### src/exec_map.svh
`ifndef EXEC_MAP_SVH
`define EXEC_MAP_SVH

// ********************
// Status bit positions
// ********************
`define FLAG_C         3'd0
`define FLAG_Z         3'd1
`define FLAG_N         3'd2
`define FLAG_V         3'd3
`define FLAG_S         3'd4
`define FLAG_H         3'd5

// ********************
// Cycle counts
// ********************
`define LAT_ALU        3'd1
`define LAT_WORD       3'd2
`define LAT_MUL        3'd2
`define LAT_PTR_JUMP   3'd2
`define LAT_PTR_CALL   3'd3
`define LAT_ABS_JUMP   3'd3
`define LAT_ABS_CALL   3'd4
`define LAT_NO_SKIP    3'd1
`define LAT_SKIP_SHORT 3'd2
`define LAT_SKIP_LONG  3'd3

// ********************
// Program counter steps
// ********************
`define SKIP_SHORT_STEP 16'h0002
`define SKIP_LONG_STEP  16'h0003
`define PTR_CALL_RET    16'h0001
`define ABS_CALL_RET    16'h0002

// ********************
// Values
// ********************
`define BYTE_ALL_ONES  8'hFF
`define RESET_BYTE     8'h00
`define RESET_WORD     16'h0000

`endif

### src/exec_pkg.sv
package exec_pkg;

	// ********************
	// Operation codes
	// ********************
	typedef enum logic [4:0] {
		nop_op,
		add_op,
		add_carry_op,
		word_add_immediate_op,
		sub_op,
		sub_immediate_op,
		sub_with_carry_op,
		sub_carry_immediate_op,
		word_sub_immediate_op,
		and_op,
		and_immediate_op,
		or_op,
		or_immediate_op,
		set_bits_op,
		clear_bits_op,
		test_value_op,
		multiply_op,
		signed_multiply_op,
		mixed_sign_multiply_op,
		fractional_multiply_op,
		fractional_signed_multiply_op,
		fractional_mixed_multiply_op,
		pointer_jump_op,
		pointer_call_op,
		absolute_jump_op,
		absolute_call_op,
		compare_skip_equal_op,
		compare_immediate_op,
		skip_reg_bit_low_op,
		skip_io_bit_low_op
	} op_t;

	// ********************
	// Sequencer states
	// ********************
	typedef enum logic [1:0] {
		ST_IDLE = 2'b01,
		ST_EXEC = 2'b10
	} state_t;

endpackage

### src/add_sub8.sv
`timescale 1ns/1ns
module add_sub8
(
	// Operands
	input  wire logic [7:0] a,
	input  wire logic [7:0] b,
	input  wire logic       cin,
	input  wire logic       sub,
	// Result and flags
	output logic      [7:0] res,
	output logic            c,
	output logic            h,
	output logic            v
);
	logic [8:0] full;
	logic [4:0] nib;

	always_comb
	begin
		if (sub)
		begin
			full = {1'b0, a} - {1'b0, b} - {8'h00, cin};
			nib  = {1'b0, a[3:0]} - {1'b0, b[3:0]} - {4'h0, cin};
		end
		else
		begin
			full = {1'b0, a} + {1'b0, b} + {8'h00, cin};
			nib  = {1'b0, a[3:0]} + {1'b0, b[3:0]} + {4'h0, cin};
		end
		res = full[7:0];
		c   = full[8];
		h   = nib[4];
		// Sign change only possible when operand signs agree (add) or differ (sub)
		v   = ((a[7] ^ b[7]) == sub) && (full[7] != a[7]);
	end
endmodule

### src/mul8.sv
`timescale 1ns/1ns
module mul8
(
	// Operands and mode
	input  wire logic [7:0]  a,
	input  wire logic [7:0]  b,
	input  wire logic        a_signed,
	input  wire logic        b_signed,
	input  wire logic        frac,
	// Product and flags
	output logic      [15:0] prod,
	output logic             c,
	output logic             z
);
	logic signed [8:0]  ax;
	logic signed [8:0]  bx;
	logic signed [17:0] p;

	always_comb
	begin
		ax   = {a_signed & a[7], a};
		bx   = {b_signed & b[7], b};
		p    = ax * bx;
		// Carry is the top bit before the fractional shift drops it
		c    = p[15];
		prod = frac ? {p[14:0], 1'b0} : p[15:0];
		z    = (prod == 16'h0000);
	end
endmodule

### src/mcu_arith_branch_exec.sv
`timescale 1ns/1ns
`include "exec_map.svh"
module mcu_arith_branch_exec
	import exec_pkg::*;
#(
	parameter bit ABS_BRANCH_EN = 1'b1
)
(
	// Clock and reset
	input  wire logic        MCLK,
	input  wire logic        RST,
	// Request from decoder
	input  wire logic        START,
	input  wire op_t         OP,
	input  wire logic [7:0]  DST_VAL,
	input  wire logic [7:0]  DST_HI_VAL,
	input  wire logic [7:0]  SRC_VAL,
	input  wire logic [7:0]  IMM_VAL,
	input  wire logic [2:0]  BIT_SEL,
	input  wire logic [7:0]  IO_VAL,
	input  wire logic [7:0]  SREG_IN,
	input  wire logic [15:0] PC_IN,
	input  wire logic [15:0] Z_PTR,
	input  wire logic [15:0] TARGET,
	input  wire logic        NEXT_LONG,
	// Status
	output logic             BUSY,
	output logic             DONE,
	// Register file write back
	output logic             REG_WE,
	output logic             PAIR_WE,
	output logic             PROD_WE,
	output logic      [7:0]  RES_LO,
	output logic      [7:0]  RES_HI,
	output logic             SREG_WE,
	output logic      [7:0]  SREG_OUT,
	// Program flow
	output logic             PC_WE,
	output logic      [15:0] PC_OUT,
	output logic             PUSH_WE,
	output logic      [15:0] PUSH_ADDR
);

	// ********************
	// Functions
	// ********************
	function automatic logic skip_test(op_t op, logic [7:0] d, logic [7:0] s,
		logic [2:0] sel, logic [7:0] io);
		logic r;
		r = 1'b0;
		case (op)
			compare_skip_equal_op: r = (d == s);
			skip_reg_bit_low_op:   r = !s[sel];
			skip_io_bit_low_op:    r = !io[sel];
			default:               r = 1'b0;
		endcase
		return r;
	endfunction

	function automatic logic [2:0] lat_of(op_t op, logic skip, logic lng);
		logic [2:0] l;
		l = `LAT_ALU;
		case (op)
			word_add_immediate_op, word_sub_immediate_op: l = `LAT_WORD;
			multiply_op, signed_multiply_op, mixed_sign_multiply_op,
			fractional_multiply_op, fractional_signed_multiply_op,
			fractional_mixed_multiply_op:                 l = `LAT_MUL;
			pointer_jump_op:                              l = `LAT_PTR_JUMP;
			pointer_call_op:                              l = `LAT_PTR_CALL;
			absolute_jump_op:  l = ABS_BRANCH_EN ? `LAT_ABS_JUMP : `LAT_ALU;
			absolute_call_op:  l = ABS_BRANCH_EN ? `LAT_ABS_CALL : `LAT_ALU;
			compare_skip_equal_op, skip_reg_bit_low_op, skip_io_bit_low_op:
				l = !skip ? `LAT_NO_SKIP : (lng ? `LAT_SKIP_LONG : `LAT_SKIP_SHORT);
			default:                                      l = `LAT_ALU;
		endcase
		return l;
	endfunction

	function automatic logic [7:0] logic_flags(logic [7:0] s, logic [7:0] r);
		logic [7:0] f;
		f = s;
		f[`FLAG_Z] = (r == 8'h00);
		f[`FLAG_N] = r[7];
		f[`FLAG_V] = 1'b0;
		return f;
	endfunction

	// ********************
	// Operand capture
	// ********************
	state_t      state_r;
	logic [2:0]  cnt_r;
	op_t         op_r;
	logic [7:0]  dst_r;
	logic [7:0]  dsth_r;
	logic [7:0]  src_r;
	logic [7:0]  imm_r;
	logic [7:0]  sreg_r;
	logic [15:0] pc_r;
	logic [15:0] zp_r;
	logic [15:0] tgt_r;
	logic        skip_r;
	logic        long_r;
	logic        take;
	logic        commit;

	// Holding off while DONE is up keeps operands from reading stale registers
	assign take   = START && (state_r == ST_IDLE) && !DONE;
	assign commit = (state_r == ST_EXEC) && (cnt_r == 3'd1);

	always_ff @(posedge MCLK)
	begin
		if (take)
		begin
			op_r   <= OP;
			dst_r  <= DST_VAL;
			dsth_r <= DST_HI_VAL;
			src_r  <= SRC_VAL;
			imm_r  <= IMM_VAL;
			sreg_r <= SREG_IN;
			pc_r   <= PC_IN;
			zp_r   <= Z_PTR;
			tgt_r  <= TARGET;
			skip_r <= skip_test(OP, DST_VAL, SRC_VAL, BIT_SEL, IO_VAL);
			long_r <= NEXT_LONG;
		end
	end

	// ********************
	// Sequencer
	// ********************
	always_ff @(posedge MCLK)
	begin
		if (RST)
		begin
			state_r <= ST_IDLE;
			cnt_r   <= 3'd0;
		end
		else
		begin
			unique case (state_r)
				ST_IDLE:
				begin
					if (take)
					begin
						state_r <= ST_EXEC;
						cnt_r   <= lat_of(OP, skip_test(OP, DST_VAL, SRC_VAL, BIT_SEL, IO_VAL),
							NEXT_LONG);
					end
				end
				ST_EXEC:
				begin
					cnt_r <= cnt_r - 3'd1;
					if (commit)
						state_r <= ST_IDLE;
				end
			endcase
		end
	end

	// ********************
	// Datapath
	// ********************
	logic [7:0]  b_sel;
	logic        cin_sel;
	logic        sub_sel;
	logic [7:0]  alu_res;
	logic        alu_c;
	logic        alu_h;
	logic        alu_v;
	logic [15:0] prod;
	logic        mul_c;
	logic        mul_z;
	logic        a_sgn;
	logic        b_sgn;
	logic        frac;
	logic [15:0] word_res;
	logic [15:0] word_in;

	always_comb
	begin
		b_sel   = src_r;
		cin_sel = 1'b0;
		sub_sel = 1'b0;
		case (op_r)
			add_carry_op:
				cin_sel = sreg_r[`FLAG_C];
			sub_op:
				sub_sel = 1'b1;
			sub_immediate_op, compare_immediate_op:
			begin
				b_sel   = imm_r;
				sub_sel = 1'b1;
			end
			sub_with_carry_op:
			begin
				sub_sel = 1'b1;
				cin_sel = sreg_r[`FLAG_C];
			end
			sub_carry_immediate_op:
			begin
				b_sel   = imm_r;
				sub_sel = 1'b1;
				cin_sel = sreg_r[`FLAG_C];
			end
			default:
				b_sel = src_r;
		endcase
	end

	add_sub8 u_alu (
		.a   (dst_r),
		.b   (b_sel),
		.cin (cin_sel),
		.sub (sub_sel),
		.res (alu_res),
		.c   (alu_c),
		.h   (alu_h),
		.v   (alu_v)
	);

	assign a_sgn = (op_r == signed_multiply_op) || (op_r == mixed_sign_multiply_op) ||
		(op_r == fractional_signed_multiply_op) || (op_r == fractional_mixed_multiply_op);
	assign b_sgn = (op_r == signed_multiply_op) || (op_r == fractional_signed_multiply_op);
	assign frac  = (op_r == fractional_multiply_op) ||
		(op_r == fractional_signed_multiply_op) || (op_r == fractional_mixed_multiply_op);

	mul8 u_mul (
		.a        (dst_r),
		.b        (src_r),
		.a_signed (a_sgn),
		.b_signed (b_sgn),
		.frac     (frac),
		.prod     (prod),
		.c        (mul_c),
		.z        (mul_z)
	);

	// Word constant is six bits wide; upper immediate bits are ignored
	assign word_in  = {dsth_r, dst_r};
	assign word_res = (op_r == word_sub_immediate_op) ? word_in - {10'h000, imm_r[5:0]}
		: word_in + {10'h000, imm_r[5:0]};

	// ********************
	// Completion values
	// ********************
	logic [7:0]  res_lo_nxt;
	logic [7:0]  res_hi_nxt;
	logic [7:0]  sreg_nxt;
	logic        reg_we_nxt;
	logic        pair_we_nxt;
	logic        prod_we_nxt;
	logic        sreg_we_nxt;
	logic        pc_we_nxt;
	logic [15:0] pc_nxt;
	logic        push_we_nxt;
	logic [15:0] push_nxt;

	always_comb
	begin
		res_lo_nxt  = dst_r;
		res_hi_nxt  = dsth_r;
		sreg_nxt    = sreg_r;
		reg_we_nxt  = 1'b0;
		pair_we_nxt = 1'b0;
		prod_we_nxt = 1'b0;
		sreg_we_nxt = 1'b0;
		pc_we_nxt   = 1'b0;
		pc_nxt      = pc_r;
		push_we_nxt = 1'b0;
		push_nxt    = pc_r;
		case (op_r)
			add_op, add_carry_op, sub_op, sub_immediate_op, sub_with_carry_op,
			sub_carry_immediate_op, compare_immediate_op:
			begin
				res_lo_nxt         = alu_res;
				reg_we_nxt         = (op_r != compare_immediate_op);
				sreg_we_nxt        = 1'b1;
				sreg_nxt[`FLAG_Z]  = (alu_res == 8'h00);
				sreg_nxt[`FLAG_C]  = alu_c;
				sreg_nxt[`FLAG_N]  = alu_res[7];
				sreg_nxt[`FLAG_V]  = alu_v;
				sreg_nxt[`FLAG_H]  = alu_h;
			end
			word_add_immediate_op, word_sub_immediate_op:
			begin
				{res_hi_nxt, res_lo_nxt} = word_res;
				pair_we_nxt        = 1'b1;
				sreg_we_nxt        = 1'b1;
				sreg_nxt[`FLAG_Z]  = (word_res == 16'h0000);
				sreg_nxt[`FLAG_N]  = word_res[15];
				if (op_r == word_add_immediate_op)
				begin
					sreg_nxt[`FLAG_V] = !dsth_r[7] && word_res[15];
					sreg_nxt[`FLAG_C] = dsth_r[7] && !word_res[15];
				end
				else
				begin
					sreg_nxt[`FLAG_V] = dsth_r[7] && !word_res[15];
					sreg_nxt[`FLAG_C] = !dsth_r[7] && word_res[15];
				end
				sreg_nxt[`FLAG_S]  = sreg_nxt[`FLAG_N] ^ sreg_nxt[`FLAG_V];
			end
			and_op, and_immediate_op, or_op, or_immediate_op, set_bits_op,
			clear_bits_op, test_value_op:
			begin
				case (op_r)
					and_op:           res_lo_nxt = dst_r & src_r;
					and_immediate_op: res_lo_nxt = dst_r & imm_r;
					or_op:            res_lo_nxt = dst_r | src_r;
					clear_bits_op:    res_lo_nxt = dst_r & (`BYTE_ALL_ONES - imm_r);
					test_value_op:    res_lo_nxt = dst_r & dst_r;
					default:          res_lo_nxt = dst_r | imm_r;
				endcase
				reg_we_nxt  = 1'b1;
				sreg_we_nxt = 1'b1;
				sreg_nxt    = logic_flags(sreg_r, res_lo_nxt);
			end
			multiply_op, signed_multiply_op, mixed_sign_multiply_op,
			fractional_multiply_op, fractional_signed_multiply_op,
			fractional_mixed_multiply_op:
			begin
				{res_hi_nxt, res_lo_nxt} = prod;
				prod_we_nxt       = 1'b1;
				sreg_we_nxt       = 1'b1;
				sreg_nxt[`FLAG_C] = mul_c;
				sreg_nxt[`FLAG_Z] = mul_z;
			end
			pointer_jump_op, pointer_call_op:
			begin
				pc_we_nxt   = 1'b1;
				pc_nxt      = zp_r;
				push_we_nxt = (op_r == pointer_call_op);
				push_nxt    = pc_r + `PTR_CALL_RET;
			end
			absolute_jump_op, absolute_call_op:
			begin
				// Smaller parts treat these as a one-cycle no-op
				pc_we_nxt   = ABS_BRANCH_EN;
				pc_nxt      = tgt_r;
				push_we_nxt = ABS_BRANCH_EN && (op_r == absolute_call_op);
				push_nxt    = pc_r + `ABS_CALL_RET;
			end
			compare_skip_equal_op, skip_reg_bit_low_op, skip_io_bit_low_op:
			begin
				pc_we_nxt = skip_r;
				pc_nxt    = pc_r + (long_r ? `SKIP_LONG_STEP : `SKIP_SHORT_STEP);
			end
			default:
				pc_nxt = pc_r;
		endcase
	end

	// ********************
	// Outputs
	// ********************
	always_ff @(posedge MCLK)
	begin
		if (RST)
		begin
			BUSY      <= 1'b0;
			DONE      <= 1'b0;
			REG_WE    <= 1'b0;
			PAIR_WE   <= 1'b0;
			PROD_WE   <= 1'b0;
			RES_LO    <= `RESET_BYTE;
			RES_HI    <= `RESET_BYTE;
			SREG_WE   <= 1'b0;
			SREG_OUT  <= `RESET_BYTE;
			PC_WE     <= 1'b0;
			PC_OUT    <= `RESET_WORD;
			PUSH_WE   <= 1'b0;
			PUSH_ADDR <= `RESET_WORD;
		end
		else
		begin
			BUSY    <= take || ((state_r == ST_EXEC) && !commit);
			DONE    <= commit;
			REG_WE  <= commit && reg_we_nxt;
			PAIR_WE <= commit && pair_we_nxt;
			PROD_WE <= commit && prod_we_nxt;
			SREG_WE <= commit && sreg_we_nxt;
			PC_WE   <= commit && pc_we_nxt;
			PUSH_WE <= commit && push_we_nxt;
			if (commit)
			begin
				RES_LO    <= res_lo_nxt;
				RES_HI    <= res_hi_nxt;
				SREG_OUT  <= sreg_nxt;
				PC_OUT    <= pc_nxt;
				PUSH_ADDR <= push_nxt;
			end
		end
	end
endmodule

### config.mk
export PLATFORM = sky130hd
export DESIGN_NAME = mcu_arith_branch_exec
export DESIGN_NICKNAME = d
export VERILOG_FILES = /design/src/exec_pkg.sv /design/src/add_sub8.sv /design/src/mul8.sv /design/src/mcu_arith_branch_exec.sv
export VERILOG_INCLUDE_DIRS = /design/src
export SDC_FILE = /design/constraint.sdc
export NUM_CORES = 1
export LEC_CHECK = 0
export BUFFER_PORTS_ARGS = -buffer_cell sky130_fd_sc_hd__buf_2
export CAP_MARGIN = 25
export CORE_ASPECT_RATIO = 2
export CORE_UTILIZATION = 55
export CTS_CLUSTER_DIAMETER = 40
export DETAILED_ROUTE_END_ITERATION = 8
export PLACE_DENSITY = 0.75
export RECOVER_POWER = 100
export SLEW_MARGIN = 30
export SYNTH_ARGS = -nofsm -noshare
export SYNTH_HDL_FRONTEND = slang
export SYNTH_SLANG_ARGS = --single-unit
export TNS_END_PERCENT = 10
### constraint.sdc
create_clock -name MCLK -period 13.9 [get_ports MCLK]
set_input_delay 2.78 -clock MCLK [delete_from_list [all_inputs] [get_ports MCLK]]
set_output_delay 2.78 -clock MCLK [all_outputs]
set_load 0.02 [all_outputs]
After elaboration in Yosys (flattened, before gate mapping)
Cells that the tools add are included.
{"block": "totals", "reg_bits": 164, "out_inout_bits": 64}
{"block": "op_classes", "n_addsub": 15, "n_mul": 1, "n_lt_le_gt_ge": 1, "n_eq_ne": 53, "n_mux": 43, "bitwise": 10, "n_reduce_logical": 46}
{"op": "== test 5 bit, second input constant", "n": 27}
{"op": "one-hot mux 16 bit (3 select lines)", "n": 1}
{"op": "== test 5 x 4 -> 1 bit, second input constant", "n": 9}
{"op": "one-hot mux 8 bit (5 select lines)", "n": 1}
{"op": "bitwise AND 8 bit", "n": 4}
{"op": "zero test 16 bit", "n": 2}
{"op": "two-way mux 16 bit", "n": 2}
{"op": "one-hot mux 16 bit (2 select lines)", "n": 1}
{"op": "one-hot mux 8 bit (4 select lines)", "n": 1}
{"op": "OR reduction 22 bit", "n": 1}
{"op": "== test 5 x 3 -> 1 bit, second input constant", "n": 4}
{"op": "two-way mux 1 bit", "n": 17}
{"op": "adder 16 x 1 -> 16 bit, second input constant", "n": 1}
{"op": "adder 16 x 2 -> 16 bit", "n": 1}
{"op": "adder 16 x 2 -> 16 bit, second input constant", "n": 1}
{"op": "adder 16 x 6 -> 16 bit", "n": 1}
{"op": "zero test 8 bit", "n": 2}
{"op": "multiplier 9 x 9 -> 16 bit", "n": 1}
{"op": "two-way mux 8 bit", "n": 2}
{"op": "bitwise OR 8 bit", "n": 2}
{"op": "one-hot mux 8 bit (2 select lines)", "n": 1}
{"op": "subtractor 16 x 6 -> 16 bit", "n": 1}
{"op": "== test 5 x 2 -> 1 bit, second input constant", "n": 3}
{"op": "OR reduction 7 bit", "n": 2}
{"op": "other kinds (44)", "n": 81}

Depth between registers and ports, before layout
{"block": "logic_depth", "depth_word": 11, "ltp_mapped": 24, "ltp_nobuf": 21}

By module
From an unflattened synthesis, not the netlist that was laid out.
{"block": "unflattened", "cells_unflattened": 1331, "hier_area_um2": 12528.3}
{"module": "mcu_arith_branch_exec", "instances": 1, "cells_per_inst": 854, "area_per_inst_um2": 8555.7, "seq_area_each_um2": 4234.1}
{"module": "mul8", "instances": 1, "cells_per_inst": 344, "area_per_inst_um2": 2987.9, "seq_area_each_um2": 0.0}
{"module": "add_sub8", "instances": 1, "cells_per_inst": 133, "area_per_inst_um2": 984.7, "seq_area_each_um2": 0.0}

Worst setup path before layout
No wires, ideal clock.
{"block": "synth_path", "path_kind": "input to register", "from": "input START", "to": "register dst_r[0] (enable)", "arrival_ps": 6860, "t_required_ps": 13349, "path_slack_ps": 6490, "stages": 2, "path_cell_list": "nand2b_1 > nor2_1"}
{"block": "synth_between", "elab_chain_cells": 2}
{"item": "start: declaration", "line_no": "mcu_arith_branch_exec.sv:13", "text": "input wire logic START,"}
{"item": "logical AND 1 bit (2 in a row)", "line_no": "mcu_arith_branch_exec.sv:108", "text": "assign take = START && (state_r == ST_IDLE) && !DONE;"}
{"item": "via take", "line_no": "mcu_arith_branch_exec.sv:104", "text": "logic take;"}
{"item": "end signal: assignment", "line_no": "mcu_arith_branch_exec.sv:116", "text": "dst_r <= DST_VAL;"}
{"item": "end: declaration", "line_no": "mcu_arith_branch_exec.sv:94", "text": "logic [7:0] dst_r;"}
The timed path passes the listed nets, and every way through them passes these cells.
A chain may end at the register's enable or synchronous reset.

Worst setup path after layout
{"block": "layout_path", "from": "input START", "to": "register dsth_r[2] (enable)"}
{"block": "layout_between", "elab_chain_cells": 2}
{"item": "logical AND 1 bit (2 in a row)", "line_no": "mcu_arith_branch_exec.sv:108"}
{"item": "via take", "line_no": "mcu_arith_branch_exec.sv:104"}
{"item": "end signal: assignment", "line_no": "mcu_arith_branch_exec.sv:117", "text": "dsth_r <= DST_HI_VAL;"}
{"item": "end: declaration", "line_no": "mcu_arith_branch_exec.sv:95", "text": "logic [7:0] dsth_r;"}
The timed path passes the listed nets, and every way through them passes these cells.

==> reports/qor.txt <==
Critical Path RT: 13.88 ns
Crit path DAT: 7.25 ns
Maxcap violations: 3
Total chip power: 1.63 mW
Worst Max-Slew Pin Slew: 3.03 ns
Cells along the critical path: buf_2, nand2b_1, nor2_1, clkbuf_1, clkbuf_1
Worst Hold Class: reg2reg
Vias in the first global route: 11526
Final worst setup slack: 6.62 ns
RSZ-0062 raised after global routing: false
Vias/cell: 6.22
Nets: 1749
Hold_buf cts: 0
Worst Path Max Fanout: 60
Total gr overflow: 0
Max Slew Vio Count: 145
Drt pass-1 iters: 5
Tcrit/Tclk final: 0.524
Die Y-Extent: 217 µm
Clock buffer depth: 2
Post_cts resized: 0
DPL Wire Length: 31500 µm
Max frequency: 137 MHz
Slew HR: -1.02
Initial Util: 0.561
CP Launch Type: input port
Critical path class: in2reg
H-tree levels: 4
Clk_lat worst skew: 0.43 ns
Status: finished with violations
Layout cells sized above 1: 0.109
Worst vdd ir: 0.105 mV
Largest net degree at the start of global routing: 62
Worst Setup End Kind: register
CTS root buffer: clkbuf_16
Post-Syn Instances: 1357
Final hold violation count: 0
Drt total wl: 40500 µm
Post-synth EDFFs: 95
Area Growth Syn to Fin: 11.7%
Die W: 110 µm
Die area: 23900 µm²
Net Count, Synth: 1611
Final RePlAce weighted congestion: 0.978
PwrDens: 114 nW/µm²
Synth Register Bits: 164
Number of fillers in the final layout: 2055
Clock transition at path regs: 0.06 ns
Core Footprint: 22700 µm²
Seq/Total Area, Yosys: 0.332
Violated checks: max-capacitance violations, max-slew violations
Ys Warns: 0
Asr flop ratio synth: 0
CTS tree: done
Post-synthesis cell type count: 85
CTS buffer count: 17
CTS Sinks: 164
Syn_area_per_cell: 9.40 µm²
Drt drc: 0
Largest delay contributor family on the critical path: buffers and inverters
Area of the multi-input gates: 7780 µm²
Crit path max-delay cell type: clkbuf_1
Remaining antenna violation count after routing: 0
Top_reg_cell synth: edfxtp_1
Ant. Diodes: 0
Site Rows: 78
Number of setup buffers added after CTS: 0
Initial antenna violation count: 0
Final Setup Violations: 0
TNS Setup: 0 ns
WL/cell: 22.7 µm
FF/Latch Area: 4230 µm²
Crit path buffers/inverters: 3
Total number of vias: 11130
All-Layer GR Usage: 0.361
DRT iter0 DRCs: 857
PortBufs: 171
Critical Path Most Common Cell: clkbuf_1
Post-synthesis cell area: 12800 µm²
First-pass GRT wire length: 63000 µm
Setup WS pre-CTS: 6.94 ns
IO Pins: 172
Min Tclk post-route: 7.28 ns
CP peak stage delay: 2.19 ns
Max Clock Skew: 0.0117 ns
Leakage: 5.77 nW
flip-flops by register name (all words and copies together) (netlist names), 2 cells and up:
register	count
PC_OUT	16
PUSH_ADDR	16
RES_HI	8
RES_LO	8
SREG_OUT	8
cnt_r	3
dst_r	8
dsth_r	8
imm_r	8
op_r	5
pc_r	16
src_r	8
sreg_r	8
state_r	2
tgt_r	16
zp_r	16
cell usage after synthesis, drive strengths merged, types with 19 or more instances:
cell	n	share of area
a211oi	33	0.019
a21oi	60	0.024
and2	55	0.027
clkbuf	56	0.016
dfxtp	69	0.11
edfxtp	95	0.22
fa	68	0.11
ha	78	0.076
inv	123	0.036
nand2	102	0.030
nand2b	19	0.0093
nand3	24	0.0098
nor2	119	0.037
nor3	30	0.012
o21ai	58	0.023
xnor2	42	0.029
area by class of cell:
cell class / instances / share of cell area
multi-input cells: 997 / 0.546
flip-flops and latches: 164 / 0.297
repair buffers: 192 / 0.0620
clock buffers: 22 / 0.0335
inverters: 123 / 0.0324
well taps: 280 / 0.0246
clock inverters: 10 / 0.00483
power breakdown:
group          internal, mW  switching [mW]  total, mW
clock                 0.246           0.193      0.439
sequential            0.544          0.0297      0.574
combinational         0.244           0.368      0.613
total                  1.03           0.591       1.63
stage by stage:
stage / hold slack (ns) / cells / instance area, µm² / utilization
6_report: 0.463 / 1788 / 14300 / 0.627
2_1_floorplan: 0.432 / 1357 / 12800 / -
4_1_cts: 0.463 / 1787 / 14400 / 0.634
5_1_grt: 0.479 / 1788 / 14300 / 0.627
3_5_place_dp: 0.443 / 1755 / 13900 / 0.610
3_3_place_gp: 0.441 / 1754 / 13800 / 0.608
path summary, 6_finish.rpt:
check,from,depth (start not counted),endpoint,slack (ns)
worst max-delay path,START,5,dsth_r[2]$_DFFE_PP_,6.62
worst min-delay path,RES_LO[2]$_SDFFE_PP0P_,2,RES_LO[2]$_SDFFE_PP0P_,0.46
worst max register to register,op_r[4]$_DFFE_PP_,21,SREG_OUT[1]$_SDFFE_PP0P_,6.89
worst min register to register,RES_LO[2]$_SDFFE_PP0P_,2,RES_LO[2]$_SDFFE_PP0P_,0.46
layer usage:
layer / share of wire / track usage
met3: 0.063 / 0.0831
met2: 0.52 / 0.633
met5: 0 / 0
met4: 0.094 / 0.296
met1: 0.32 / 0.348
placed cells by master (no fill, tap or decap), types with 6 or more instances in the layout:
master	synthesis	layout
a21boi_0	7	7
a21o_1	16	16
a211oi_1	33	33
mux2i_1	9	9
buf_2	10	83
xnor2_1	42	42
nor3_1	29	29
o21a_1	13	13
o211ai_1	9	9
a311oi_1	13	13
a22oi_1	11	11
or3_1	11	11
dfxtp_1	69	69
edfxtp_1	95	95
inv_1	123	123
nor2b_1	12	12
clkbuf_1	56	94
and2_1	55	55
xor2_1	18	18
o31ai_1	12	12
nand4_1	11	11
o21ai_0	53	52
clkbuf_16	0	17
a31oi_1	15	15
mux2_2	7	6
a221o_1	6	6
o21ai_1	5	6
buf_4	3	16
o221ai_1	11	11
a221oi_1	18	18
nand2_1	102	102
nand3_1	23	23
fa_1	68	68
and3_1	10	10
nor2_1	117	116
nand2b_1	19	19
ha_1	78	78
a21oi_1	60	60
cell families after synthesis:
kind of cell    Yosys count  synth area share
simple gates            437             0.177
compound gates          332             0.184
buf+inv                 196            0.0595
flops                   164             0.332
fa+ha+maj               146             0.183
xor+xnor                 61            0.0429
mux                      21            0.0221
worst register-to-register path, cell delays in order, from the launching register on:
cell and delay [ns]:
edfxtp_1 0.77, and2b_1 0.34, nand2_1 0.11, or3_1 0.59, nand2b_1 0.27, fa_1 0.52, fa_1 0.54, inv_1 0.05
fa_1 0.51, fa_1 0.55, inv_1 0.05, fa_1 0.50, inv_1 0.04, ha_1 0.32, o21a_1 0.13, a21o_1 0.17
a21oi_1 0.18, xnor2_1 0.12, or4_1 0.52, nor4b_1 0.32, a211oi_1 0.12, a21bo_1 0.23
Note: power is estimated with default switching activity, not from simulation.
